--- src/design/msg_irq_pkg.sv ---
// Package for the message completion interrupt block.
// Assumes a single 10 MHz clock and an AXI4-Lite master with 32-bit data.
package msg_irq_pkg;

    // Bus widths
    localparam int ADDR_W = 8;
    localparam int DATA_W = 32;
    localparam int PACE_W = 16;

    // Register byte offsets
    localparam logic [ADDR_W-1:0] OFF_COMP_PTR = 8'h00;  // Completion pointer
    localparam logic [ADDR_W-1:0] OFF_PACING   = 8'h04;  // Interrupt pacing countdown
    localparam logic [ADDR_W-1:0] OFF_STATUS   = 8'h08;  // Status flags
    localparam logic [ADDR_W-1:0] OFF_MASK     = 8'h0c;  // Interrupt mask

    // Status and mask bit positions
    localparam int BIT_PENDING  = 0;  // Completion condition bit
    localparam int BIT_MISMATCH = 1;  // Pointer write that did not match
    localparam int BIT_LOST     = 2;  // Set lost to a colliding clear
    localparam int FLAG_W       = 3;

    // Reset values
    localparam logic [DATA_W-1:0] RST_PTR  = 32'h0000_0000;
    localparam logic [PACE_W-1:0] RST_PACE = 16'h0000;
    localparam logic [FLAG_W-1:0] RST_MASK = 3'h1;

    // Bus response codes
    localparam logic [1:0] RESP_OKAY   = 2'h0;
    localparam logic [1:0] RESP_SLVERR = 2'h2;

    // Register selector produced by address decode
    typedef enum logic [2:0] {
        SEL_PTR,
        SEL_PACE,
        SEL_STATUS,
        SEL_MASK,
        SEL_NONE
    } reg_sel_t;

    // Message completion sequence
    typedef enum logic [1:0] {
        PH_IDLE,
        PH_DESC,
        PH_SET,
        PH_PTR
    } phase_t;

    // Master to slave signals
    typedef struct packed {
        logic              awvalid;
        logic [ADDR_W-1:0] awaddr;
        logic              wvalid;
        logic [DATA_W-1:0] wdata;
        logic [3:0]        wstrb;
        logic              bready;
        logic              arvalid;
        logic [ADDR_W-1:0] araddr;
        logic              rready;
    } axi_req_t;

    // Slave to master signals
    typedef struct packed {
        logic              awready;
        logic              wready;
        logic              bvalid;
        logic [1:0]        bresp;
        logic              arready;
        logic              rvalid;
        logic [DATA_W-1:0] rdata;
        logic [1:0]        rresp;
    } axi_rsp_t;

    // Descriptor store request toward buffer memory
    typedef struct packed {
        logic              we;
        logic [DATA_W-1:0] addr;
        logic [DATA_W-1:0] data;
    } desc_wr_t;

endpackage

--- src/design/msg_irq.sv ---
// Message completion interrupt with pointer handshake and pacing re-arm.
// Holds the completion sequence, the register slave and the interrupt output.
// One clock domain and one asynchronous active-low reset throughout.
// Assumes message events come from logic on the same clock and an
// AXI4-Lite master that keeps one write and one read under way at most.
`timescale 1ns/1ps
`default_nettype none

// What this block and its software do
// RL1: Clear beats set on pending bit
// RL2: Store descriptor, set bit, then pointer
// RL3: Software ends by writing completion pointer
// RL4: Matching pointer write clears pending interrupt
// RL5: Mismatch keeps pending; refires after pacing
// RL6: Same-cycle match and set loses interrupt
// RL7: Lost interrupt keeps descriptor data intact
// RL8: Later completion raises interrupt normally
// RL9: Handler checks source is descriptor interface
// RL10: Software fetches descriptor, tests ownership
// RL11: End of queue: write pointer, re-arm
// RL12: Owned descriptors: advance tracking pointer, repeat
// RL13: Not owned: write pointer from tracking
// RL14: Recheck ownership after pointer write
// RL15: Finish by writing pacing register
module msg_irq (
    input  wire logic                           i_clock,
    input  wire logic                           i_nrst,
    input  wire msg_irq_pkg::axi_req_t          i_axi,
    output var  msg_irq_pkg::axi_rsp_t          o_axi,
    input  wire logic                           i_msg_valid,
    input  wire logic [msg_irq_pkg::DATA_W-1:0] i_msg_desc_addr,
    input  wire logic [msg_irq_pkg::DATA_W-1:0] i_msg_desc_info,
    output var  logic                           o_msg_ready,
    output var  msg_irq_pkg::desc_wr_t          o_desc,
    output var  logic                           o_irq
);
    import msg_irq_pkg::*;

    // Whole state of the block
    // Every field is registered together, so the outputs below are plain
    // slices of one flip-flop bank and never see combinational glitches.
    typedef struct packed {
        phase_t             phase;       // Completion sequence step
        logic [DATA_W-1:0]  cap_addr;    // Descriptor address in flight
        logic [DATA_W-1:0]  cap_info;    // Descriptor info in flight
        logic [DATA_W-1:0]  dev_ptr;     // Device completion pointer
        logic [FLAG_W-1:0]  flags;       // Status bits
        logic [FLAG_W-1:0]  mask;        // Interrupt mask
        logic [PACE_W-1:0]  pace_cnt;    // Pacing countdown
        logic               armed;       // Pacing expired, pending bit may fire irq
        logic               aw_got;      // Write address held
        logic [ADDR_W-1:0]  awaddr;      // Held write address
        logic               w_got;       // Write data held
        logic [DATA_W-1:0]  wdata;       // Held write data
        logic [3:0]         wstrb;       // Held byte enables
        axi_rsp_t           rsp;         // Bus outputs
        desc_wr_t           desc;        // Descriptor store outputs
        logic               msg_ready;   // Ready for next message
        logic               irq;         // Interrupt output
    } state_t;

    state_t state;       // Registered state
    state_t next_state;  // Next value

    // Map a byte address to a register
    // Unmapped or unaligned addresses fall through to an error selector
    function automatic reg_sel_t decode(input logic [ADDR_W-1:0] addr);
        case (addr)
            OFF_COMP_PTR: decode = SEL_PTR;
            OFF_PACING:   decode = SEL_PACE;
            OFF_STATUS:   decode = SEL_STATUS;
            OFF_MASK:     decode = SEL_MASK;
            default:      decode = SEL_NONE;
        endcase
    endfunction

    // Expand byte enables into a bit mask
    // One mask bit per data bit, eight per strobe
    function automatic logic [DATA_W-1:0] strb_mask(input logic [3:0] strb);
        strb_mask = {{8{strb[3]}}, {8{strb[2]}}, {8{strb[1]}}, {8{strb[0]}}};
    endfunction

    // Merge new data into old under byte enables
    // Lanes with a low strobe keep their old contents
    function automatic logic [DATA_W-1:0] merge(input logic [DATA_W-1:0] old_v,
                                                input logic [DATA_W-1:0] new_v,
                                                input logic [3:0]        strb);
        merge = (old_v & ~strb_mask(strb)) | (new_v & strb_mask(strb));
    endfunction

    // Next-state logic: bus slave, completion sequence, pacing, interrupt
    // The pending bit keeps the known priority: a matching pointer write
    // in the same cycle as the set step wins and the set is dropped.
    // Software recovers on the next completion or by walking descriptors;
    // the dropped set is still flagged in the status register.
    always_comb begin
        logic              do_write;   // Buffered write executes now
        reg_sel_t          wsel;       // Target of the write
        logic [DATA_W-1:0] wval;       // Merged write value for pointer
        logic [DATA_W-1:0] w1c;        // Bits written as one
        logic              ptr_wr;     // Completion pointer written
        logic              ptr_match;  // Written pointer equals device one
        logic              set_req;    // Sequence sets pending bit now
        logic [DATA_W-1:0] pace_val;   // Merged pacing value
        reg_sel_t          rsel;       // Target of the read
        // Defaults for every local on every path
        do_write   = 1'b0;
        wsel       = SEL_NONE;
        wval       = '0;
        w1c        = '0;
        ptr_wr     = 1'b0;
        ptr_match  = 1'b0;
        set_req    = 1'b0;
        pace_val   = '0;
        rsel       = SEL_NONE;
        // Start from the held state and change only what moves
        next_state = state;

        // Capture write address and data in either order
        if (i_axi.awvalid && state.rsp.awready) begin
            // Address half taken; held until the write executes
            next_state.aw_got = 1'b1;
            next_state.awaddr = i_axi.awaddr;
        end
        if (i_axi.wvalid && state.rsp.wready) begin
            // Data half taken with its byte enables
            next_state.w_got = 1'b1;
            next_state.wdata = i_axi.wdata;
            next_state.wstrb = i_axi.wstrb;
        end

        // Write response handshake
        if (state.rsp.bvalid && i_axi.bready) begin
            // Master has taken the response
            next_state.rsp.bvalid = 1'b0;
        end

        // Execute a write once both halves are held
        // Waiting for a free response slot keeps one write under way
        if (state.aw_got && state.w_got && !state.rsp.bvalid) begin
            do_write              = 1'b1;
            wsel                  = decode(state.awaddr);
            next_state.aw_got     = 1'b0;
            next_state.w_got      = 1'b0;
            next_state.rsp.bvalid = 1'b1;
            next_state.rsp.bresp  = (wsel == SEL_NONE) ? RESP_SLVERR : RESP_OKAY;
        end
        // Write values prepared for every register target
        wval     = merge(state.dev_ptr, state.wdata, state.wstrb);
        w1c      = state.wdata & strb_mask(state.wstrb);
        pace_val = merge({{(DATA_W-PACE_W){1'b0}}, state.pace_cnt}, state.wdata, state.wstrb);
        ptr_wr   = do_write && (wsel == SEL_PTR);

        // RL4 pointer compare
        // Compared with the pointer before the sequence moves it
        ptr_match = ptr_wr && (wval == state.dev_ptr);

        // RL2 ordered completion sequence
        // Store pulse lasts one cycle unless the sequence raises it
        next_state.desc.we = 1'b0;
        case (state.phase)
            PH_IDLE: begin
                // Take a finished message and keep its descriptor
                if (i_msg_valid && state.msg_ready) begin
                    next_state.cap_addr = i_msg_desc_addr;
                    next_state.cap_info = i_msg_desc_info;
                    next_state.phase    = PH_DESC;
                end
            end
            PH_DESC: begin
                // RL7 descriptor always stored
                next_state.desc.we   = 1'b1;
                next_state.desc.addr = state.cap_addr;
                next_state.desc.data = state.cap_info;
                next_state.phase     = PH_SET;
            end
            PH_SET: begin
                // Status bit after the descriptor is stored
                set_req          = 1'b1;
                next_state.phase = PH_PTR;
            end
            PH_PTR: begin
                // Pointer moves last, after the status bit
                next_state.dev_ptr = state.cap_addr;
                next_state.phase   = PH_IDLE;
            end
            default: begin
                // Unused encoding returns to idle
                next_state.phase = PH_IDLE;
            end
        endcase
        // Ready only while idle, so one message is in flight
        next_state.msg_ready = (next_state.phase == PH_IDLE);

        // RL1 clear wins over set
        if (ptr_match) begin
            // Matching write clears the pending bit
            next_state.flags[BIT_PENDING] = 1'b0;
        end else if (set_req) begin
            // RL8 normal raise on completion
            next_state.flags[BIT_PENDING] = 1'b1;
        end

        // Software clears event flags by writing ones
        // The pending bit is read only here; only the pointer compare clears it
        if (do_write && (wsel == SEL_STATUS)) begin
            next_state.flags[BIT_MISMATCH] = state.flags[BIT_MISMATCH] & ~w1c[BIT_MISMATCH];
            next_state.flags[BIT_LOST]     = state.flags[BIT_LOST] & ~w1c[BIT_LOST];
        end
        // RL5 mismatch keeps bit pending
        if (ptr_wr && !ptr_match) begin
            next_state.flags[BIT_MISMATCH] = 1'b1;
        end
        // RL6 collision loses the interrupt
        if (ptr_match && set_req) begin
            next_state.flags[BIT_LOST] = 1'b1;
        end

        // Mask register
        // Enables take the written bits under the strobe; a low strobe clears them
        if (do_write && (wsel == SEL_MASK)) begin
            next_state.mask = w1c[FLAG_W-1:0];
        end

        // RL5 pacing countdown re-arms
        if (do_write && (wsel == SEL_PACE)) begin
            // New countdown holds the pending interrupt back
            next_state.pace_cnt = pace_val[PACE_W-1:0];
            next_state.armed    = 1'b0;
        end else if (!state.armed) begin
            if (state.pace_cnt == '0) begin
                // Countdown over; pending bit may drive the output
                next_state.armed = 1'b1;
            end else begin
                // One step per clock
                next_state.pace_cnt = state.pace_cnt - 1'b1;
            end
        end

        // Read channel: answer one cycle after the address is taken
        if (state.rsp.rvalid && i_axi.rready) begin
            // Master has taken the read data
            next_state.rsp.rvalid = 1'b0;
        end
        if (i_axi.arvalid && state.rsp.arready) begin
            // Registers are sampled in the cycle the address is taken
            rsel                  = decode(i_axi.araddr);
            next_state.rsp.rvalid = 1'b1;
            next_state.rsp.rresp  = RESP_OKAY;
            case (rsel)
                SEL_PTR:    next_state.rsp.rdata = state.dev_ptr;
                SEL_PACE:   next_state.rsp.rdata = {{(DATA_W-PACE_W){1'b0}}, state.pace_cnt};
                SEL_STATUS: next_state.rsp.rdata = {{(DATA_W-FLAG_W){1'b0}}, state.flags};
                SEL_MASK:   next_state.rsp.rdata = {{(DATA_W-FLAG_W){1'b0}}, state.mask};
                default: begin
                    // Unmapped read answers zero with an error
                    next_state.rsp.rdata = '0;
                    next_state.rsp.rresp = RESP_SLVERR;
                end
            endcase
        end

        // Ready flags follow what is held
        // Taken from next values so a freed slot is offered at once
        next_state.rsp.awready = !next_state.aw_got && !next_state.rsp.bvalid;
        next_state.rsp.wready  = !next_state.w_got && !next_state.rsp.bvalid;
        next_state.rsp.arready = !next_state.rsp.rvalid;

        // Interrupt: event flags by mask, pending also needs pacing expiry
        // Pacing gates only the pending bit; event flags fire at once
        next_state.irq = (next_state.flags[BIT_PENDING] & next_state.mask[BIT_PENDING]
                          & next_state.armed)
                       | |(next_state.flags[FLAG_W-1:1] & next_state.mask[FLAG_W-1:1]);
    end

    // State register
    // Reset loads constants only; ready outputs start high so the first
    // request after release is taken at once
    always_ff @(posedge i_clock or negedge i_nrst) begin
        if (!i_nrst) begin
            state             <= '0;
            state.phase       <= PH_IDLE;
            state.dev_ptr     <= RST_PTR;
            state.mask        <= RST_MASK;
            state.pace_cnt    <= RST_PACE;
            state.armed       <= 1'b1;
            state.msg_ready   <= 1'b1;
            state.rsp.awready <= 1'b1;
            state.rsp.wready  <= 1'b1;
            state.rsp.arready <= 1'b1;
        end else begin
            state <= next_state;
        end
    end

    // Outputs straight from the state register
    // No logic between the flip-flops and the pins
    assign o_axi       = state.rsp;
    assign o_desc      = state.desc;
    assign o_msg_ready = state.msg_ready;
    assign o_irq       = state.irq;

endmodule
`default_nettype wire

--- config.mk ---
export PLATFORM = sky130hd
export DESIGN_NAME = msg_irq
export DESIGN_NICKNAME = d
export VERILOG_FILES = /design/src/design/msg_irq_pkg.sv /design/src/design/msg_irq.sv
export SDC_FILE = /design/constraint.sdc
export NUM_CORES = 1
export LEC_CHECK = 0
export ABC_AREA = 1
export BUFFER_PORTS_ARGS = -buffer_cell sky130_fd_sc_hd__buf_2
export CORE_AREA = 2 2 153 155
export CTS_CLUSTER_DIAMETER = 50
export CTS_CLUSTER_SIZE = 30
export DETAILED_ROUTE_END_ITERATION = 7
export DIE_AREA = 0 0 155 157
export GPL_TIMING_DRIVEN = 0
export PLACE_DENSITY = 0.79
export SETUP_SLACK_MARGIN = 0.1
export SLEW_MARGIN = 20
export SYNTH_ARGS = -nofsm -noshare
export SYNTH_HDL_FRONTEND = slang
export SYNTH_SLANG_ARGS = --single-unit
--- constraint.sdc ---
create_clock -name i_clock -period 2.6 [get_ports i_clock]
set_clock_uncertainty 0.05 [all_clocks]
set_input_delay 0.13 -clock i_clock [delete_from_list [all_inputs] [get_ports i_clock]]
set_output_delay 0.13 -clock i_clock [all_outputs]
set_load 0.05 [all_outputs]
; ---- Word level (Yosys, flattened, before mapping)
; Cells that the tools add are included.
[classes]
reduce_logical = 34
mux = 31
eq_ne = 19
n_bitwise = 14
add_sub_neg = 1
[op_table]
columns = op, n
row1 = 32-bit one-hot mux with 4 select lines, 1
row2 = 66-bit two-way mux, 1
row3 = 65-bit two-way mux, 1
row4 = 32-bit bitwise AND, 2
row5 = 37-bit two-way mux, 1
row6 = 35-bit two-way mux, 1
row7 = 17-bit two-way mux, 2
row8 = 32-bit equality test, 1
row9 = 8-bit by 4-bit equality test with 1-bit output (second input constant), 4
row10 = 32-bit inverter, 1
row11 = 32-bit OR, 1
row12 = 3-bit one-hot mux with 4 select lines, 2
row13 = 1-bit logical AND, 17
row14 = 16-bit bitwise AND, 1
row15 = 8-bit by 3-bit equality test with 1-bit output (second input constant), 2
row16 = 16-bit zero test, 1
row17 = 8-bit zero test, 2
row18 = 16-bit two-way mux, 1
row19 = 16-bit OR, 1
row20 = 16-bit by 1-bit subtractor with 16-bit output (second input constant), 1
row21 = 3-bit two-way mux, 5
row22 = 3-bit by 2-bit equality test with 1-bit output (second input constant), 4
row23 = 1-bit two-way mux, 11
row24 = 9-bit two-way mux, 1
row25 = 18 further kinds, 34
[totals]
register_bits = 275
input_bits = 124
output_inout_bits = 108

; ---- Depth between registers and ports, before layout
; Gate-level depths: netlist (run 1).
[depth]
ltp_word = 13
mapped_depth = 13

; ---- Worst setup path before layout (run 1)
; OpenSTA, ideal clock, no wires.
[synth_path]
path_type = reg-to-reg
from = register with a tool-made name
to = register with a tool-made name
n_path_buf = 1
t_arrival_ns = 1.634
path_stages_with_launch = 13
setup_ns = 0.119
slack_ns = 0.797
path_cell_list = dfrtp_1 -> inv_1 -> ha_1 -> nand4_1 -> nor2_1 -> nand3_1 -> nand2_1 -> nand2_2 -> inv_2 -> nor2_8 -> buf_12 -> nand2_2 -> o21ai_2

==> impl_results.md, run 1 <==
- Run status: completed
- Fraction of layout cells with a size suffix above 1: 0.364
- Final setup margin: between 0.4 and 0.5 ns
- Number of cell rows: 55
- CTS Sinks: about 270
- Ys Warns: 0
- Post-route clock period utilization: 0.843
- CP Capture Type: flop
- Post-synth EDFFs: 0
- Top FF cell, synth: dfrtp_1
- Core Area: around 23000 µm²
- CTS tree: yes
- Final net count: about 1700
- Final Hold Vio Count: 0
- Total die area: roughly 24000 µm²
- Final Max Tran Viols: 0
- Die width: 155 µm
- Synth Area per Inst: a little over 10 µm²
- Max-cap violations: 0
- DRC: 0
- Post-synthesis sequential area ratio: 0.547
- Root Buffer Master: clkbuf_16
- Placed Cells: 1746
- Via/cell ratio: about 5.2
- Area share of the largest cell type after synthesis: 0.534
- Arrival time at the worst endpoint: between 2 and 3 ns
- RSZ-0062 raised after global routing: no
- FF+latch count, synth: ~270
- Footprint of the multi-input gates: between 4000 and 5000 µm²
- Initial core utilization: 0.556
- Die H: 157 µm
- Final std cells w/o fill: between 1500 and 2000
- Critical path class: reg -> reg
- Vias in the first global route: approximately 10000
- Wire length per cell: about 17 µm
- Lkg Pwr: ~0.0084 µW
- Top-count cell post-synth: dfrtp_1
- Mapped Cells: 1229
- Mapped Area: 12500 µm²
- Area delta synth->final: 31.3%
- Rel. slew slack: 0.531
- IO buf count: 229
- Cell taking the most area after synthesis: dfrtp_1
- Antenna violations before repair: 0
- Reg2reg path depth: 12
- Startpoint types: flop
- Tmin final: between 2 and 2.5 ns
- Synth cell count leaders: dfrtp_1, nand2_1, mux2_2
- Global route overflow: 0
- First-pass GRT wire length: about 53000 µm
- Synth top area cells: dfrtp_1, mux2_2, nand2_1
- H-tree depth: 2
- Routed WL: between 30000 and 40000 µm
- Final setup fails: 0
- Antenna-violating nets left: 0
- Worst-path clk slew: around 0.06 ns
- Crit-path max FO: 10
- Final GP Congestion: about 0.90
- Clk buf depth: 3
- Routed via count: ~10000
- Max Clock Freq: 0.456 GHz
- Synth cell types: 42
- PnR Total Power: slightly below 20000 µW
- Place WS: ~0.36 ns
- CP required: ~2.9 ns
- DP HPWL: 22300 µm
- Filler instances: between 1500 and 2000
- Initial DRC count: 640
- Clk Latency, worst-skew pair: between 0.5 and 0.6 ns
- VDD IR-drop max: 1090 µV
- Async SR Flop Fraction: 1.00
- Largest net degree at the start of global routing: 98
- Worst hold stages: 5
- Worst hold path type: in -> reg
- Storage cell area: 6840 µm²
- Cell Pwr Density: approximately 1200 nW/µm²
- Total track usage: 0.278
- Clock buffer count from CTS: 34
- Resized Gates After CTS: 0
- Slew of the pin with the lowest slew margin: 0.703 ns
- I/O Pins: 232
- TritonRoute pass-1 iters: 6
[report_power, final]
part / total (µW) / switching (µW) / internal [µW]
registers: 6930 / 999 / 5930
clock network: 4830 / 1930 / 2890
logic: 7850 / 4810 / 3040
[registers in the layout, summed over array words and instances (netlist names), named ones only]
signal / count
state: 151
o_msg_ready: 1
o_axi: 39
o_desc: 65
o_irq: 1
[worst max-delay path: stages (launching register included)]
cell and delay (ns):
dfrtp_1 0.37, inv_1 0.17, ha_1 0.26, nand4_1 0.22
nor2_1 0.22, nand3_1 0.11, nand2_1 0.10, nand2_2 0.10
o21ai_2 0.08, inv_2 0.10, buf_6 0.17, nand2_2 0.07
o21ai_2 0.04
[cells in the final DEF (no fill, tap or decap), types with 47 or more instances in the layout]
cell	Yosys	layout
buf_2	17	245
buf_4	107	107
dfrtp_1	267	267
dlygate4sd3_1	0	116
inv_1	93	93
mux2_2	128	128
nand2_1	254	254
nand3_1	73	73
nor2_1	47	47
o21ai_0	80	80
[metal layers]
metal | track usage | share of wire | vias to the layer above
met4 | 0.101 | 0.032 | 0
li1 | - | - | 4689
met3 | 0.0529 | 0.067 | 74
met2 | 0.488 | 0.50 | 423
met1 | 0.344 | 0.40 | 4871
met5 | 0 | 0 | -
[final cells by class]
cell class	instances	share of cell area
multi-input combinational	704	0.258
sequential	273	0.416
clock inverter	23	0.0166
inverter	101	0.0232
timing repair buffer	347	0.144
buffer	152	0.0640
clock buffer	38	0.0552
antenna	1	0.000152
tap	285	0.0217
[timing repair]
action,4_1_cts,5_1_grt
buffers inserted,0,0
hold endpoints to repair,194,0
hold buffers,116,0
[through the flow]
step                      setup TNS [ns]  area (µm²)  hold WS [ns]   util
after global placement           -956.46       14000         0.276  0.623
after global routing                   0       16400         0.144  0.730
after floorplan                        0       12500        -0.216      -
after detailed placement               0       14100         0.122  0.626
final                                  0       16400        0.0864  0.730
after CTS                              0       16400        0.0637  0.730
[cells by family after synthesis]
group | synth area share
AND/OR/NAND/NOR | 0.141
buffers and inverters | 0.114
AO/OA/AOI/OAI | 0.0676
flip-flops | 0.547
other | 0.000300
XOR/XNOR | 0.00840
adder cells (fa/ha/maj) | 0.00600
multiplexers | 0.115
[path summary, 6_finish.rpt]
path                       slack, ns                     end            startpoint
min in group asynchronous       0.18  state[152]$_DFFE_PN0P_                i_nrst
hold reg to reg                 0.43    o_axi[9]$_DFFE_PN0P_  o_axi[9]$_DFFE_PN0P_
hold / removal                  0.09  state[148]$_DFFE_PN0P_             i_axi[56]
setup reg to reg                0.41                    flop                  flop
setup / recovery                0.41                    flop                  flop
max in group asynchronous       1.41               async pin                i_nrst
(Power assumes the default switching activity.)
==> run 2: changes to the inputs <==
--- a/config.mk
+++ b/config.mk
@@ -7,13 +7,13 @@
 export LEC_CHECK = 0
 export ABC_AREA = 1
 export BUFFER_PORTS_ARGS = -buffer_cell sky130_fd_sc_hd__buf_2
-export CORE_AREA = 2 2 153 155
+export CORE_AREA = 2 2 162 164
 export CTS_CLUSTER_DIAMETER = 50
 export CTS_CLUSTER_SIZE = 30
 export DETAILED_ROUTE_END_ITERATION = 7
-export DIE_AREA = 0 0 155 157
+export DIE_AREA = 0 0 164 166
 export GPL_TIMING_DRIVEN = 0
-export PLACE_DENSITY = 0.79
+export PLACE_DENSITY = 0.75
 export SETUP_SLACK_MARGIN = 0.1
 export SLEW_MARGIN = 20
 export SYNTH_ARGS = -nofsm -noshare
==> constraint.sdc (replaced) <==
create_clock -name i_clock -period 2 [get_ports i_clock]
set_clock_uncertainty 0.05 [all_clocks]
set_input_delay 0.1 -clock i_clock [delete_from_list [all_inputs] [get_ports i_clock]]
set_output_delay 0.1 -clock i_clock [all_outputs]
set_load 0.05 [all_outputs]
==> impl_results.md, run 2 (synthesized netlist as in run 1, its figures left out) <==
- DP HPWL: about 23000 µm
- Post-Route Hold Slack: 0.0688 ns
- Rel. slew slack: 0.492
- Vias in the first global route: roughly 10000
- Clk Latency, worst-skew pair: about 0.56 ns
- Worst-path clk slew: roughly 0.080 ns
- Highest-count cells in the layout ignoring fill and taps: dfrtp_1, nand2_1, buf_2, mux2_2
- Most common cell after layout, fill and taps aside: dfrtp_1
- H-tree depth: 1
- First-pass GRT wire length: ~54000 µm
- Core Area: 25600 µm²
- Via/cell ratio: ~5.0
- PnR Total Power: between 20000 and 30000 µW
- Final GP Congestion: 0.880
- Final net count: about 1800
- CTS Sinks: approximately 270
- Total track usage: 0.250
- Initial DRC count: approximately 560
- Final Hold Vio Count: 0
- Die H: around 170 µm
- Worst hold path type: in -> reg
- Wire length per cell: around 17 µm
- Critical path class: reg -> reg
- VDD IR-drop max: 1250 µV
- Arrival time at the worst endpoint: about 2.2 ns
- Setup TNS: 0 ns
- Antenna-violating nets left: 0
- CTS tree: yes
- CP required: between 2 and 2.5 ns
- RSZ-0062 raised after global routing: yes
- Largest register FFs: roughly 150
- Routed WL: 34000 µm
- DRC: 0
- Max Clock Freq: around 0.54 GHz
- Lkg Pwr: ~0.0086 µW
- Global route overflow: 0
- Number of cell rows: slightly below 60
- Fraction of layout cells with a size suffix above 1: 0.385
- Root Buffer Master: clkbuf_16
- Placed Cells: ~1800
- Cell Pwr Density: roughly 1500 nW/µm²
- TritonRoute pass-1 iters: 5
- Run status: completed
- Final core utilization: 0.656
- CP Capture Type: flop
- Post-route clock period utilization: 0.924
- Slew of the pin with the lowest slew margin: ~0.76 ns
- Die width: about 160 µm
- # diodes: 0
- I/O Pins: 232
- Largest Register: state
- Initial core utilization: 0.488
- Clk buf depth: 3
- Final setup fails: 0
- Routed via count: a little under 10000
- Area delta synth->final: 34.4%
- Final std cells w/o fill: 1988
- Crit-path max FO: 5
- IO buf count: between 200 and 250
- Largest net degree at the start of global routing: 99
- Final Max Tran Viols: 0
- Total die area: around 27000 µm²
- Clock buffer count from CTS: 30
- Tmin final: approximately 1.8 ns
- Max-cap violations: 0
- Startpoint types: flop
- Antenna violations before repair: 0
[run 2: cell count changes in the layout (fill, tap and decap cells not counted), moves of 8 or more]
cell    previous run  this run
buf_4            107       122
buf_2            245       232
nor2_1            47        38
nor2_2             0         8
[run 2: path summary, 6_finish.rpt]
check,startpoint,end,slack (ns),cells after the start
max,state[151]$_DFFE_PN0P_,flop,0.15,9
min,i_axi[9],o_axi[33]$_DFFE_PN0P_,0.07,4
max reg2reg,state[151]$_DFFE_PN0P_,flop,0.15,9
min reg2reg,o_axi[11]$_DFFE_PN0P_,o_axi[11]$_DFFE_PN0P_,0.43,2
max in group asynchronous,i_nrst,state[234]$_DFFE_PN0P_,0.69,3
min in group asynchronous,i_nrst,state[214]$_DFFE_PN0P_,0.10,3
[run 2: area by class of cell]
| type | count | area (µm²) |
|---|---|---|
| repair buffers | 368 | 2610 |
| flip-flops and latches | 273 | 6840 |
| multi-input cells | 704 | 4370 |
| fillers | 1988 | 8800 |
| inverters | 101 | 383 |
| clock buffers | 35 | 811 |
| well taps | 335 | 419 |
| plain buffers | 151 | 1100 |
| clock inverters | 21 | 275 |
[run 2: what timing repair did]
action,in CTS,in global routing
cloned,0,1
endpoints found under the setup margin,155,163
resized for setup,21,48
endpoints found under the hold margin,317,0
hold buffers,122,0
setup buffers,5,9
pin swaps,6,23
[run 2: metal layers]
| layer | track usage | part of all wire | up-vias |
|---|---|---|---|
| li1 | - | - | 4720 |
| met1 | 0.315 | 0.40 | 4769 |
| met2 | 0.436 | 0.50 | 332 |
| met3 | 0.0477 | 0.069 | 64 |
| met4 | 0.0770 | 0.031 | 0 |
| met5 | 0 | 0 | - |
[run 2: power by group]
part           switching (µW)  leakage (µW)  internal, µW  total (µW)
clock                    2620      0.000531          3330        5940
combinational            6380       0.00460          4080       10500
sequential               1350       0.00342          7710        9060
[run 2: per-stage QoR]
stage	setup WS, ns	area [µm²]
floorplan	0.197	12500
global placement	-4.19	14100
detailed placement	-0.281	14200
CTS	0.102	16600
global route	0.0331	16800
finish	0.151	16800
[run 2: critical path, cell delays in order (launching register included)]
cell	delay [ns]
dfrtp_1	0.40
nor2_2	0.15
nand3_4	0.11
nor3_4	0.26
nand3_2	0.18
nand2_4	0.12
inv_4	0.05
nor2_8	0.16
clkbuf_16	0.18
o21ai_2	0.05
